===== src/dpsc_params.svh =====
// Constants of the disk positioner seek control: offsets, fields, counts.
// Assumes inclusion by bare name from the package, the synchroniser, the settle timer and the top module.
`ifndef DPSC_PARAMS_SVH
`define DPSC_PARAMS_SVH
// Notes on behaviour
// - Start done sets forward direction, first seek
// - First seek: set normal seek when area, zero low
// - Slow motion with normal seek reverses travel
// - Reverse pass at centre zero: forward, slow low
// - Subtract stored cylinder from new address
// - Positive difference forward, negative difference reverse
// - Load magnitude, decrement per track step
// - Flag difference equals one near target
// - Seek strobe: prepare, clear end, velocity mode
// - Seek strobe with normal seek enables counting
// - Decel flag high below 32 remaining
// - Speed reference: max, or low count bits
// - Final step: stop count, end position, servo
// - Derive track pulses, areas, one step per track
// - Speed in window: end position, slow, servo
// - Settle expiry: on cylinder, attention, clear slow motion
// - Address bit zero picks target, edge polarity
// - Servo select picks position or velocity path
// - Rezero strobe: slow motion, reverse, force decel
// - Track zero on rezero: forward, end reset
// - Master clear resets seek state and cylinder
// - Fault retracts arm, parks, reports unsafe
`define DPSC_CLK_MHZ      25
`define DPSC_SETTLE_US    1000
`define DPSC_SET_W        24
`define DPSC_NPIN         10
`define DPSC_CNT_W        9
`define DPSC_DECEL_LIMIT  9'h020
`define DPSC_CNT_ONE      9'h001
`define DPSC_SPEED_MAX    6'h3F
`define DPSC_OFS_CMD      8'h00
`define DPSC_OFS_CTRL     8'h04
`define DPSC_OFS_STAT     8'h08
`define DPSC_OFS_CNT      8'h0C
`define DPSC_CMD_SEEK_A   8
`define DPSC_CMD_SEEK_B   9
`define DPSC_CMD_REZERO   10
`define DPSC_CTRL_DECEL_X 0
`define DPSC_CTRL_MCLR    1
`define DPSC_CTRL_FCLR    2
`endif


===== src/dpsc_pkg.sv =====
// Types of the disk positioner seek control.
// Assumes dpsc_params.svh is reachable on the include path.
`include "dpsc_params.svh"
package dpsc_pkg;
  // ****************************************************************
  // Carriers
  // ****************************************************************
  typedef struct packed {
    logic quadrature_cos;
    logic quadrature_sin;
    logic optical_zero_flag;
    logic track_centre_flag;
    logic speed_in_window;
    logic mech_on_cyl_window;
    logic retract_switch;
    logic unsafe_fault;
    logic start_done;
    logic speed_error;
  } dpsc_pins_s;

  typedef struct packed {
    logic       direction_forward_ff;
    logic       position_servo_select;
    logic       servo_feedback;
    logic       amp_block;
    logic       target_odd;
    logic [5:0] speed_ref;
  } dpsc_drive_s;

  typedef struct packed {
    logic on_cylinder;
    logic alert_flag;
    logic fault_two_report;
    logic parked_position;
  } dpsc_iface_s;

  // ****************************************************************
  // Module state
  // ****************************************************************
  typedef struct packed {
    logic [`DPSC_NPIN-1:0] s1;
    logic [`DPSC_NPIN-1:0] s2;
    logic [`DPSC_NPIN-1:0] s3;
    logic [`DPSC_NPIN-1:0] q;
  } dpsc_sync_s;

  typedef struct packed {
    logic [`DPSC_SET_W-1:0] cnt;
    logic                   busy;
    logic                   trig_d;
    logic                   done;
  } dpsc_settle_s;

  typedef struct packed {
    dpsc_pins_s           pv;
    logic                 dir;
    logic                 ns;
    logic                 sm;
    logic                 slow;
    logic                 ep;
    logic                 ec;
    logic                 dforce;
    logic                 carriage_in_pack_ff;
    logic                 seen_opz;
    logic                 rz_done;
    logic                 rz_cmd;
    logic                 prep;
    logic                 parked;
    logic                 fault;
    logic                 tcclr;
    logic                 epol;
    logic                 sel_odd;
    logic                 tc;
    logic                 oncyl;
    logic                 alert;
    logic                 decel_x;
    logic                 soft_mc;
    logic                 ack;
    logic [`DPSC_CNT_W-1:0] cnt;
    logic [7:0]           cyl;
    logic [5:0]           spd;
    logic [31:0]          dat;
  } dpsc_st_s;

  function automatic logic dpsc_rise(input logic cur, input logic prev);
    return cur & ~prev;
  endfunction
endpackage


===== src/dpsc_sync.sv =====
// Three-stage input synchroniser for the drive pins.
// Assumes asynchronous pins; a change passes once stages two and three agree.
`timescale 1ns/1ns
`include "dpsc_params.svh"
module dpsc_sync
  import dpsc_pkg::*;
(
  input  wire logic                  clk,
  input  wire logic                  srst,
  input  wire logic [`DPSC_NPIN-1:0] din,
  output logic      [`DPSC_NPIN-1:0] dout
);
  import dpsc_pkg::*;
  dpsc_sync_s st_r;
  dpsc_sync_s st_nxt;

  always_comb begin
    st_nxt    = st_r;
    st_nxt.s1 = din;
    st_nxt.s2 = st_r.s1;
    st_nxt.s3 = st_r.s2;
    // Bitwise: keep old value where the two late stages still disagree
    st_nxt.q  = (st_r.s2 & st_r.s3) | (st_r.q & (st_r.s2 ^ st_r.s3));
  end

  always_ff @(posedge clk) begin
    if (srst) begin
      st_r <= '0;
    end else begin
      st_r <= st_nxt;
    end
  end

  assign dout = st_r.q;
endmodule


===== src/dpsc_settle.sv =====
// On-cylinder settle one-shot: times a level trigger, pulses on expiry.
// Assumes the trigger is synchronous; dropping it aborts the delay.
`timescale 1ns/1ns
`include "dpsc_params.svh"
module dpsc_settle
  import dpsc_pkg::*;
#(
  parameter int unsigned CYC = 25000
)(
  input  wire logic clk,
  input  wire logic srst,
  input  wire logic trig,
  output logic      done
);
  import dpsc_pkg::*;
  dpsc_settle_s st_r;
  dpsc_settle_s st_nxt;

  always_comb begin
    st_nxt        = st_r;
    st_nxt.done   = 1'b0;
    st_nxt.trig_d = trig;
    if (!trig) begin
      st_nxt.busy = 1'b0;
      st_nxt.cnt  = '0;
    end else if (!st_r.trig_d) begin
      st_nxt.busy = 1'b1;
      st_nxt.cnt  = `DPSC_SET_W'(CYC - 1);
    end else if (st_r.busy) begin
      if (st_r.cnt == '0) begin
        st_nxt.busy = 1'b0;
        st_nxt.done = 1'b1;
      end else begin
        st_nxt.cnt = st_r.cnt - `DPSC_SET_W'(1);
      end
    end
  end

  always_ff @(posedge clk) begin
    if (srst) begin
      st_r <= '0;
    end else begin
      st_r <= st_nxt;
    end
  end

  assign done = st_r.done;
endmodule


===== src/dpsc_seek_ctrl.sv =====
// Head positioner seek sequencing with a classic Wishbone register slave.
// Assumes asynchronous drive pins and a single 25 MHz clock domain.
`timescale 1ns/1ns
`include "dpsc_params.svh"
module dpsc_seek_ctrl
  import dpsc_pkg::*;
#(
  parameter int unsigned SETTLE_US = `DPSC_SETTLE_US
)(
  input  wire logic        clk,
  input  wire logic        srst,
  input  wire logic        wb_cyc_i,
  input  wire logic        wb_stb_i,
  input  wire logic        wb_we_i,
  input  wire logic [7:0]  wb_adr_i,
  input  wire logic [3:0]  wb_sel_i,
  input  wire logic [31:0] wb_dat_i,
  output logic      [31:0] wb_dat_o,
  output logic             wb_ack_o,
  input  dpsc_pkg::dpsc_pins_s  pins,
  output dpsc_pkg::dpsc_drive_s drive,
  output dpsc_pkg::dpsc_iface_s iface
);
  import dpsc_pkg::*;

  localparam int unsigned SETTLE_CYC_RAW = SETTLE_US * `DPSC_CLK_MHZ;
  localparam int unsigned SETTLE_CYC =
    (SETTLE_CYC_RAW < 1) ? 1 : SETTLE_CYC_RAW;

  // ****************************************************************
  // Pin conditioning and settle timer
  // ****************************************************************
  logic [`DPSC_NPIN-1:0] sync_q;
  dpsc_pins_s            q;
  dpsc_st_s              st_r;
  dpsc_st_s              st_nxt;
  logic                  settle_done;

  dpsc_sync u_sync (
    .clk  (clk),
    .srst (srst),
    .din  (pins),
    .dout (sync_q)
  );

  assign q = dpsc_pins_s'(sync_q);

  dpsc_settle #(
    .CYC (SETTLE_CYC)
  ) u_settle (
    .clk  (clk),
    .srst (srst),
    .trig (st_r.ep & q.mech_on_cyl_window),
    .done (settle_done)
  );

  // ****************************************************************
  // Decoded conditions
  // ****************************************************************
  logic                   mc;
  logic                   area_even;
  logic                   track_zero_flag;
  logic                   return_zero_request;
  logic                   step;
  logic                   tc_nxt;
  logic                   diff_equals_one;
  logic                   decel;
  logic                   ps;
  logic                   req;
  logic                   wr;
  logic                   rd;
  logic                   cmd_wr;
  logic                   seek_cmd;
  logic                   rez_cmd;
  logic                   siw_rise;
  logic                   start_rise;
  logic [`DPSC_CNT_W-1:0] diff;
  logic [`DPSC_CNT_W-1:0] mag;
  logic                   diff_neg;
  logic [4:0]             cnt_lo;
  logic [31:0]            stat;

  always_comb begin
    mc        = st_r.fault | st_r.soft_mc;
    area_even = q.quadrature_cos;
    track_zero_flag       = q.optical_zero_flag & area_even;
    return_zero_request       = st_r.sm & st_r.ns;
    // Track flip-flop: cos rise sets, sin rise clears
    if (dpsc_rise(q.quadrature_cos, st_r.pv.quadrature_cos)) begin
      tc_nxt = 1'b1;
    end else if (dpsc_rise(q.quadrature_sin, st_r.pv.quadrature_sin)) begin
      tc_nxt = 1'b0;
    end else begin
      tc_nxt = st_r.tc;
    end
    step  = tc_nxt ^ st_r.tc;
    diff_equals_one   = st_r.ec & (st_r.cnt == `DPSC_CNT_ONE);
    decel = (st_r.ec & (st_r.cnt < `DPSC_DECEL_LIMIT)) | st_r.dforce;
    ps    = st_r.ep | st_r.parked;
    req   = wb_cyc_i & wb_stb_i & ~st_r.ack;
    wr    = req & wb_we_i;
    rd    = req & ~wb_we_i;
    cmd_wr   = wr & (wb_adr_i == `DPSC_OFS_CMD) & (&wb_sel_i[1:0]);
    seek_cmd = cmd_wr & (wb_dat_i[`DPSC_CMD_SEEK_A] |
                         wb_dat_i[`DPSC_CMD_SEEK_B]);
    rez_cmd  = cmd_wr & wb_dat_i[`DPSC_CMD_REZERO];
    siw_rise   = dpsc_rise(q.speed_in_window, st_r.pv.speed_in_window);
    start_rise = dpsc_rise(q.start_done, st_r.pv.start_done);
    diff     = {1'b0, wb_dat_i[7:0]} - {1'b0, st_r.cyl};
    diff_neg = diff[`DPSC_CNT_W-1];
    mag      = diff_neg ? (~diff + `DPSC_CNT_ONE) : diff;
    cnt_lo   = st_r.cnt[4:0];
    stat = {15'h0000, st_r.epol, st_r.tcclr, st_r.prep, st_r.carriage_in_pack_ff,
            st_r.fault, st_r.parked, ps, st_r.alert, st_r.oncyl, diff_equals_one,
            decel, st_r.ec, st_r.ep, st_r.slow, st_r.sm, st_r.ns,
            st_r.dir};
  end

  // ****************************************************************
  // Next state
  // ****************************************************************
  always_comb begin
    st_nxt     = st_r;
    st_nxt.pv  = q;
    st_nxt.tc  = tc_nxt;
    st_nxt.ack = req;
    // Speed reference trails the counter by one cycle
    st_nxt.spd = decel ? {st_r.decel_x, cnt_lo} : `DPSC_SPEED_MAX;
    if (rd) begin
      case (wb_adr_i)
        `DPSC_OFS_CTRL: begin
          st_nxt.dat = {30'h00000000, st_r.soft_mc, st_r.decel_x};
        end
        `DPSC_OFS_STAT: begin
          st_nxt.dat = stat;
        end
        `DPSC_OFS_CNT: begin
          st_nxt.dat = {15'h0000, st_r.cnt, st_r.cyl};
        end
        default: begin
          st_nxt.dat = 32'h00000000;
        end
      endcase
    end
    if (wr && (wb_adr_i == `DPSC_OFS_CTRL) && wb_sel_i[0]) begin
      st_nxt.decel_x = wb_dat_i[`DPSC_CTRL_DECEL_X];
      st_nxt.soft_mc = wb_dat_i[`DPSC_CTRL_MCLR];
      if (wb_dat_i[`DPSC_CTRL_FCLR]) begin
        st_nxt.fault = 1'b0;
      end
    end
    if (start_rise) begin
      st_nxt.dir      = 1'b1;
      st_nxt.carriage_in_pack_ff      = 1'b1;
      st_nxt.seen_opz = 1'b0;
      st_nxt.parked   = 1'b0;
    end
    if (st_r.carriage_in_pack_ff && !st_r.ns) begin
      if (q.optical_zero_flag) begin
        st_nxt.seen_opz = 1'b1;
      end
      if (st_r.seen_opz && !area_even && !q.optical_zero_flag) begin
        st_nxt.ns = 1'b1;
      end
    end
    if (return_zero_request && !track_zero_flag && !st_r.rz_done) begin
      st_nxt.dir = 1'b0;
    end
    if (return_zero_request && track_zero_flag && !st_r.rz_done &&
        (q.track_centre_flag || st_r.rz_cmd)) begin
      st_nxt.dir     = 1'b1;
      st_nxt.slow    = 1'b0;
      st_nxt.rz_done = 1'b1;
      if (st_r.rz_cmd) begin
        st_nxt.ep = 1'b0;
      end
    end
    if (seek_cmd) begin
      st_nxt.prep    = 1'b1;
      st_nxt.ep      = 1'b0;
      st_nxt.oncyl   = 1'b0;
      st_nxt.alert   = 1'b0;
      st_nxt.sel_odd = wb_dat_i[0];
      st_nxt.epol    = ~wb_dat_i[0];
      if (st_r.ns) begin
        st_nxt.cyl = wb_dat_i[7:0];
        if (diff == '0) begin
          // Already there: skip velocity mode
          st_nxt.ep = 1'b1;
        end else begin
          st_nxt.dir = ~diff_neg;
          st_nxt.cnt = mag;
          st_nxt.ec  = 1'b1;
        end
      end
    end
    if (rez_cmd) begin
      st_nxt.sm      = 1'b1;
      st_nxt.rz_cmd  = 1'b1;
      st_nxt.rz_done = 1'b0;
      st_nxt.dforce  = ~st_r.ec;
      st_nxt.oncyl   = 1'b0;
      st_nxt.alert   = 1'b0;
    end
    if (st_r.ec && step) begin
      if (diff_equals_one) begin
        st_nxt.ec     = 1'b0;
        st_nxt.cnt    = '0;
        st_nxt.ep     = 1'b1;
        st_nxt.dforce = 1'b0;
      end else begin
        st_nxt.cnt = st_r.cnt - `DPSC_CNT_ONE;
      end
    end
    if (siw_rise) begin
      st_nxt.ep     = 1'b1;
      st_nxt.slow   = 1'b1;
      st_nxt.dforce = 1'b0;
    end
    if (settle_done) begin
      st_nxt.oncyl  = 1'b1;
      st_nxt.alert  = 1'b1;
      st_nxt.tcclr  = 1'b0;
      st_nxt.sm     = 1'b0;
      st_nxt.rz_cmd = 1'b0;
      st_nxt.prep   = 1'b0;
    end
    if (dpsc_rise(q.retract_switch, st_r.pv.retract_switch) && !st_r.dir) begin
      st_nxt.parked = 1'b1;
    end
    if (mc) begin
      st_nxt.carriage_in_pack_ff      = 1'b0;
      st_nxt.ns       = 1'b0;
      st_nxt.ep       = 1'b0;
      st_nxt.cyl      = 8'h00;
      st_nxt.dir      = 1'b0;
      st_nxt.sm       = 1'b1;
      st_nxt.slow     = 1'b1;
      st_nxt.ec       = 1'b0;
      st_nxt.dforce   = 1'b0;
      st_nxt.epol     = 1'b1;
      st_nxt.tcclr    = 1'b1;
      st_nxt.oncyl    = 1'b0;
      st_nxt.seen_opz = 1'b0;
      st_nxt.rz_done  = 1'b0;
    end
    // Fault set outranks a software clear in the same cycle
    if (q.unsafe_fault) begin
      st_nxt.fault = 1'b1;
      st_nxt.alert = 1'b1;
    end
  end

  always_ff @(posedge clk) begin
    if (srst) begin
      st_r      <= '0;
      st_r.sm   <= 1'b1;
      st_r.slow <= 1'b1;
      st_r.epol <= 1'b1;
      st_r.tcclr <= 1'b1;
      st_r.spd  <= `DPSC_SPEED_MAX;
    end else begin
      st_r <= st_nxt;
    end
  end

  // ****************************************************************
  // Outputs
  // ****************************************************************
  assign wb_dat_o = st_r.dat;
  assign wb_ack_o = st_r.ack;
  assign drive.direction_forward_ff  = st_r.dir;
  assign drive.position_servo_select = ps;
  // Position path uses the sine, inverted unless positive edge chosen
  assign drive.servo_feedback = ps ? (q.quadrature_sin ^ ~st_r.epol)
                                   : q.speed_error;
  assign drive.amp_block  = st_r.parked;
  assign drive.target_odd = st_r.sel_odd;
  assign drive.speed_ref  = st_r.spd;
  assign iface.on_cylinder      = st_r.oncyl;
  assign iface.alert_flag       = st_r.alert;
  assign iface.fault_two_report = st_r.fault;
  assign iface.parked_position  = st_r.parked;
endmodule


===== config.mk =====
export PLATFORM = sky130hd
export DESIGN_NAME = dpsc_seek_ctrl
export DESIGN_NICKNAME = d
export VERILOG_FILES = /design/src/dpsc_pkg.sv /design/src/dpsc_sync.sv /design/src/dpsc_settle.sv /design/src/dpsc_seek_ctrl.sv
export VERILOG_INCLUDE_DIRS = /design/src
export SDC_FILE = /design/constraint.sdc
export NUM_CORES = 1
export LEC_CHECK = 0
export ABC_AREA = 1
export BUFFER_PORTS_ARGS = -buffer_cell sky130_fd_sc_hd__buf_4
export CAP_MARGIN = 25
export CORE_AREA = 4 4 136 138
export CTS_CLUSTER_SIZE = 20
export DETAILED_ROUTE_END_ITERATION = 12
export DIE_AREA = 0 0 140 142
export GPL_TIMING_DRIVEN = 0
export REMOVE_ABC_BUFFERS = 1
export SYNTH_ARGS = -nofsm -noshare
export SYNTH_HDL_FRONTEND = slang
export SYNTH_SLANG_ARGS = --single-unit

===== constraint.sdc =====
create_clock -name clk -period 7.3 [get_ports clk]
set_input_delay 1.46 -clock clk [delete_from_list [all_inputs] [get_ports clk]]
set_output_delay 1.46 -clock clk [all_outputs]
set_load 0.01 [all_outputs]

; Word-level counts from Yosys, hierarchy flattened
; Cells that the tools add are included.
[word_totals]
reg_bits = 150
elab_cells = 188
[classes]
add_sub_neg = 4
n_lt_le_gt_ge = 1
eq_ne = 7
mux = 45
bitwise_logic = 45
n_reduce_logical = 45
[op_table]
columns = operator, count
row1 = one-hot mux 17 bit (3 select lines), 1
row2 = two-way mux 9 bit, 4
row3 = two-way mux 17 bit, 2
row4 = two-way mux 16 bit, 2
row5 = two-way mux 1 bit, 28
row6 = zero test 24 bit, 1
row7 = subtractor 24 x 1 -> 24 bit (second input constant), 1
row8 = bitwise AND 10 bit, 2
row9 = bitwise AND 1 bit, 18
row10 = == test 8 x 4 -> 1 bit (second input constant), 2
row11 = inverter 1 bit, 16
row12 = two-way mux 15 bit, 1
row13 = logical AND 1 bit, 12
row14 = AND reduction 2 bit, 6
row15 = nonzero test 2 bit, 6
row16 = two-way mux 2 bit, 5
row17 = bitwise OR 10 bit, 1
row18 = XOR 10 bit, 1
row19 = adder 9 x 1 -> 9 bit (second input constant), 1
row20 = == test 9 x 1 -> 1 bit (second input constant), 1
row21 = zero test 9 bit, 1
row22 = less-than comparator 9 x 6 -> 1 bit (second input constant), 1
row23 = inverter 9 bit, 1
row24 = OR reduction 3 bit, 3
row25 = other kinds (16), 30

; Longest topological paths before layout
[depth]
depth_word = 10
ltp_mapped = 17

; Hierarchy
; Synthesis repeated with hierarchy kept, for this count alone.
[hier_totals]
cells_unflattened = 1041
hier_area_um2 = 7312.0
[modules_own_cells]
columns = mod, instances, cells_per_inst, area_per_inst_um2
row1 = dpsc_seek_ctrl, 1, 595, 4082.7
row2 = dpsc_settle, 1, 292, 1833.0
row3 = dpsc_sync, 1, 154, 1396.3

; Worst setup path after synthesis
; OpenSTA, ideal clock, no wires.
[synth_timing]
kind = input to register
startpoint = input port wb_dat_i[0]
endpoint = register st_r, in the netlist cnt_lo[0]
arrival_ns = 3.212
t_required_ns = 7.187
path_slack_ns = 3.975
stages = 15
path_cell_list = inv_1 ha_1 inv_1 fa_1 inv_1 ha_1 inv_1 nor2_1 nand3_2 nor2_2 nand3_2 nand2_4 nand2_8 o21ai_1 nor2_1
[synth_between]
elab_chain_len = 8
[synth_lines]
columns = item, line
row1 = from (decl), dpsc_seek_ctrl.sv:17  ; input wire logic [31:0] wb_dat_i,
row2 = subtractor 8 x 8 -> 9 bit (*), dpsc_seek_ctrl.sv:109  ; diff = {1'b0, wb_dat_i[7:0]} - {1'b0, st_r.cyl};
row3 = inverter 9 bit, dpsc_seek_ctrl.sv:111  ; mag = diff_neg ? (~diff + `DPSC_CNT_ONE) : diff;
row4 = adder 9 x 1 -> 9 bit (no source line), n/a
row5 = two-way mux 9 bit, dpsc_seek_ctrl.sv:111
row6 = two-way mux 9 bit, dpsc_seek_ctrl.sv:187  ; if (diff == '0) begin
row7 = two-way mux 17 bit, dpsc_seek_ctrl.sv:185  ; if (st_r.ns) begin
row8 = two-way mux 17 bit, dpsc_seek_ctrl.sv:178  ; if (seek_cmd) begin
row9 = two-way mux 9 bit, dpsc_seek_ctrl.sv:205  ; if (st_r.ec && step) begin
row10 = to (signal assigned), dpsc_seek_ctrl.sv:263  ; st_r <= st_nxt;
row11 = to (decl), dpsc_seek_ctrl.sv:35  ; dpsc_st_s st_r;
; Every way passes the cells marked *; elsewhere a longest branch is shown, timed or not. The select of a mux whose other input is x is not followed.
; A chain may end at the register's enable or synchronous reset.

; Worst setup path after layout
[layout_timing]
startpoint = input port srst
endpoint = register u_settle.st_r, in the netlist u_settle.done
[layout_between]
elab_chain_len = 1
[layout_lines]
columns = item, line
row1 = from (decl), dpsc_seek_ctrl.sv:11  ; input wire logic srst,
row2 = OR reduction 4 bit (no source line), n/a
row3 = to (signal assigned), dpsc_settle.sv:43  ; st_r <= st_nxt;
row4 = to (decl), dpsc_settle.sv:16  ; dpsc_settle_s st_r;
; Every way passes these cells.

==> impl_metrics.ini <==
[layout]
fin_nets = 1086
num_antenna_cells = 0
areaGrowthSynthToFinish_pct = 14.9
drive_gt1_share_pct = 13.1
nFillCells = 1778

[critical_path]
crit_arrival_ns = 3.74
startpoint_type = input port
worst-setup-path-type = input port to flop
critPathCaptureType = flop
rrSetupSlack_ns = 4.73
worstPathRequired_ns = 7.58
slowest_stage = buf_4
crit_chain = buf_4 -> inv_1 -> nand3_1 -> clkinv_1 -> nand2_1 -> nor3b_1
worst-path-max-fanout = 69
crit_path_start = srst
r2r_start = st_r[38]
worst_path_largest_cell_delay_ns = 0.53

[yosys]
synth_area_per_cell_um2 = 7.07
synthTopCellsByArea = dfxtp_1 39%, nand2_1 11%, nor2_1 7.7%
yosysSeqAreaShare_pct = 39.5
ys_types = 48
yosys-top-cells-count = 203 x nand2_1, 141 x nor2_1, 135 x dfxtp_1
ys.warnings.count = 0
post-synth-top-area-cell = dfxtp_1
ys_ff_latch = 135
netlist.area_leader.share_pct = 39.5
synthArstFlopShare_pct = 0
synthesis.area_um2 = 6850
netlist_instances = 969
synth_most_common_cell = nand2_1
synth-edff-count = 0
synth_flop_cell = dfxtp_1

[sta]
finalHoldViolations = 0
slew_headroom_pct = 51.8
timing.final.max_slew_violations = 0
period_minus_slack_ns = 3.46
max_freq_ghz = 0.289
min_period_over_period_pct = 47.4
final.setup.tns_ns = 0
clock_skew_ns = 0.00723
worst_pin_slew_ns = 0.724
setup_viol = 0
rsz0062_at_grt = false

[pwr]
p_per_area_nw_per_um2 = 216
peakVddDrop_mv = 0.152
p_total_mw = 1.70
p_leak_nw = 3.55

[clock_network]
ctsHtreeMaxLevel = 4
insertion_delay_ns = 0.43
cts_tree = built
numClockSinks = 135
ctsResizeCount = 0
cts.reportedPaths.clkPinSlew_ns = 0.06
clockBufferDepth = 2
root_buffer = clkbuf_16
cts_buffers = 17
cts_setup_buffers = 0
cts_hold_buf = 0

[route]
routed_via_density = 4.72
routed_wl_mm = 16.5
drt_first_pass_iters = 5
dr.first_iter.drc_count = 398
routedWlPerCell_um = 13.3
drtAntennaViolNets = 0
drcViolationCount = 0
num_vias = 5862

[die]
start_util_pct = 39.9
rows = 48
dieArea_um2 = 19900
dieWidth_um = 140
design.portCount = 107
core_um2 = 17200
fp.dieH_um = 142

[place]
place.gp.congestion = 0.883
port_buffers = 68
hpwl_mm = 12.2

[grt]
grt_util_all_layers_pct = 16.7
grt_max_degree = 70
antenna_found_initial = 0
grt_pass1_wl_mm = 26.6
grt_overflow = 0
grt_pass1_vias = 5322

[worst_hold_path]
hp-start = u_sync.st_nxt[20]
hp-class = flop to flop

[job]
max_cap_viol_count = 0

[status]
outcome = completed
-- sequential cells by signal, indices dropped and copies added (netlist names), 3 cells and up --
| signal | count |
|---|---|
| st_r | 33 |
| wb_dat_o | 17 |
| drive | 9 |
| u_settle.st_r | 26 |
| u_sync.st_nxt | 20 |
| u_sync.st_r | 10 |
| cnt_lo | 5 |
| u_sync.dout | 10 |
| iface | 3 |
-- critical path: cells and delay by family --
kind / cells / cell delay (ns)
AND/OR/NAND/NOR: 3 / 0.98
buffers and inverters: 3 / 1.24
-- power breakdown --
part           leakage [nW]  switching [mW]  internal, mW
Combinational          2.15          0.0528        0.0312
Clock                 0.298           0.351         0.520
Sequential             1.09         0.00270         0.744
-- kinds of logic (layout without fill, tap and decap cells) --
family | count (synthesis) | in the layout | synth area share [%]
compound gates | 142 | 142 | 11.5
xor+xnor | 21 | 21 | 2.68
fa+ha+maj | 24 | 24 | 4.49
buf+inv | 200 | 233 | 13.8
flops | 135 | 135 | 39.5
other cells | 1 | 15 | 0.0547
simple gates | 446 | 446 | 28.0
-- cell type report --
cell class,count,area [µm²],share of cell area (%)
clock buffers,18,439,5.58
multi-input cells,648,3260,41.5
repair buffers,69,522,6.63
inverters,132,500,6.36
well taps,225,282,3.58
flip-flops and latches,135,2700,34.3
clock inverters,14,160,2.04
-- layout by cell type, fill, tap and decap left out, types with 2 or more instances in the layout --
cell type    n
a21oi_1     70
a21oi_2      3
a31oi_1      6
buf_4       68
bufinv_16    2
clkbuf_16   17
clkinv_1     3
clkinv_2     2
clkinv_4     5
conb_1      15
dfxtp_1    135
ha_1        23
inv_1      122
inv_2        6
inv_6        5
nand2_1    203
nand2_4      2
nand3_1     54
nand3_2      4
nand3b_1     2
nand4_1     11
nor2_1     141
nor2_2       5
nor2_4       2
nor3_1       8
nor4_1       5
o211ai_2     2
o21a_1       2
o21ai_0     34
o21ai_1      9
o22ai_1     10
xnor2_1      9
xor2_1      12
-- stage by stage --
| step | instances | cell area (µm²) | util [%] | hold WS [ns] | setup slack (ns) |
|---|---|---|---|---|---|
| detailed placement | 1209 | 7270 | 42.3 | 0.394 | 3.35 |
| finish | 1241 | 7870 | 45.8 | 0.402 | 3.84 |
| floorplan | 915 | 6460 | - | 0.388 | 3.96 |
| CTS | 1241 | 7870 | 45.8 | 0.403 | 3.80 |
| global placement | 1208 | 7250 | 42.2 | 0.390 | 2.77 |
| global route | 1241 | 7870 | 45.8 | 0.417 | 3.57 |
-- worst paths after layout --
kind / to / cells after the start
worst max-delay path: u_settle.done / 6
worst min-delay path: u_sync.st_nxt[10] / 2
worst max register to register: st_r[51] / 14
worst min register to register: u_sync.st_nxt[10] / 2
-- routing by layer --
metal	vias to the layer above	GRT usage (%)	part of all wire, %
li1	3091	-	-
met1	2602	22.1	46
met2	152	27.0	46
met3	17	4.23	6.0
met4	0	4.95	1.5
met5	-	0	0
No activity file was read; power rests on OpenSTA's default activity.
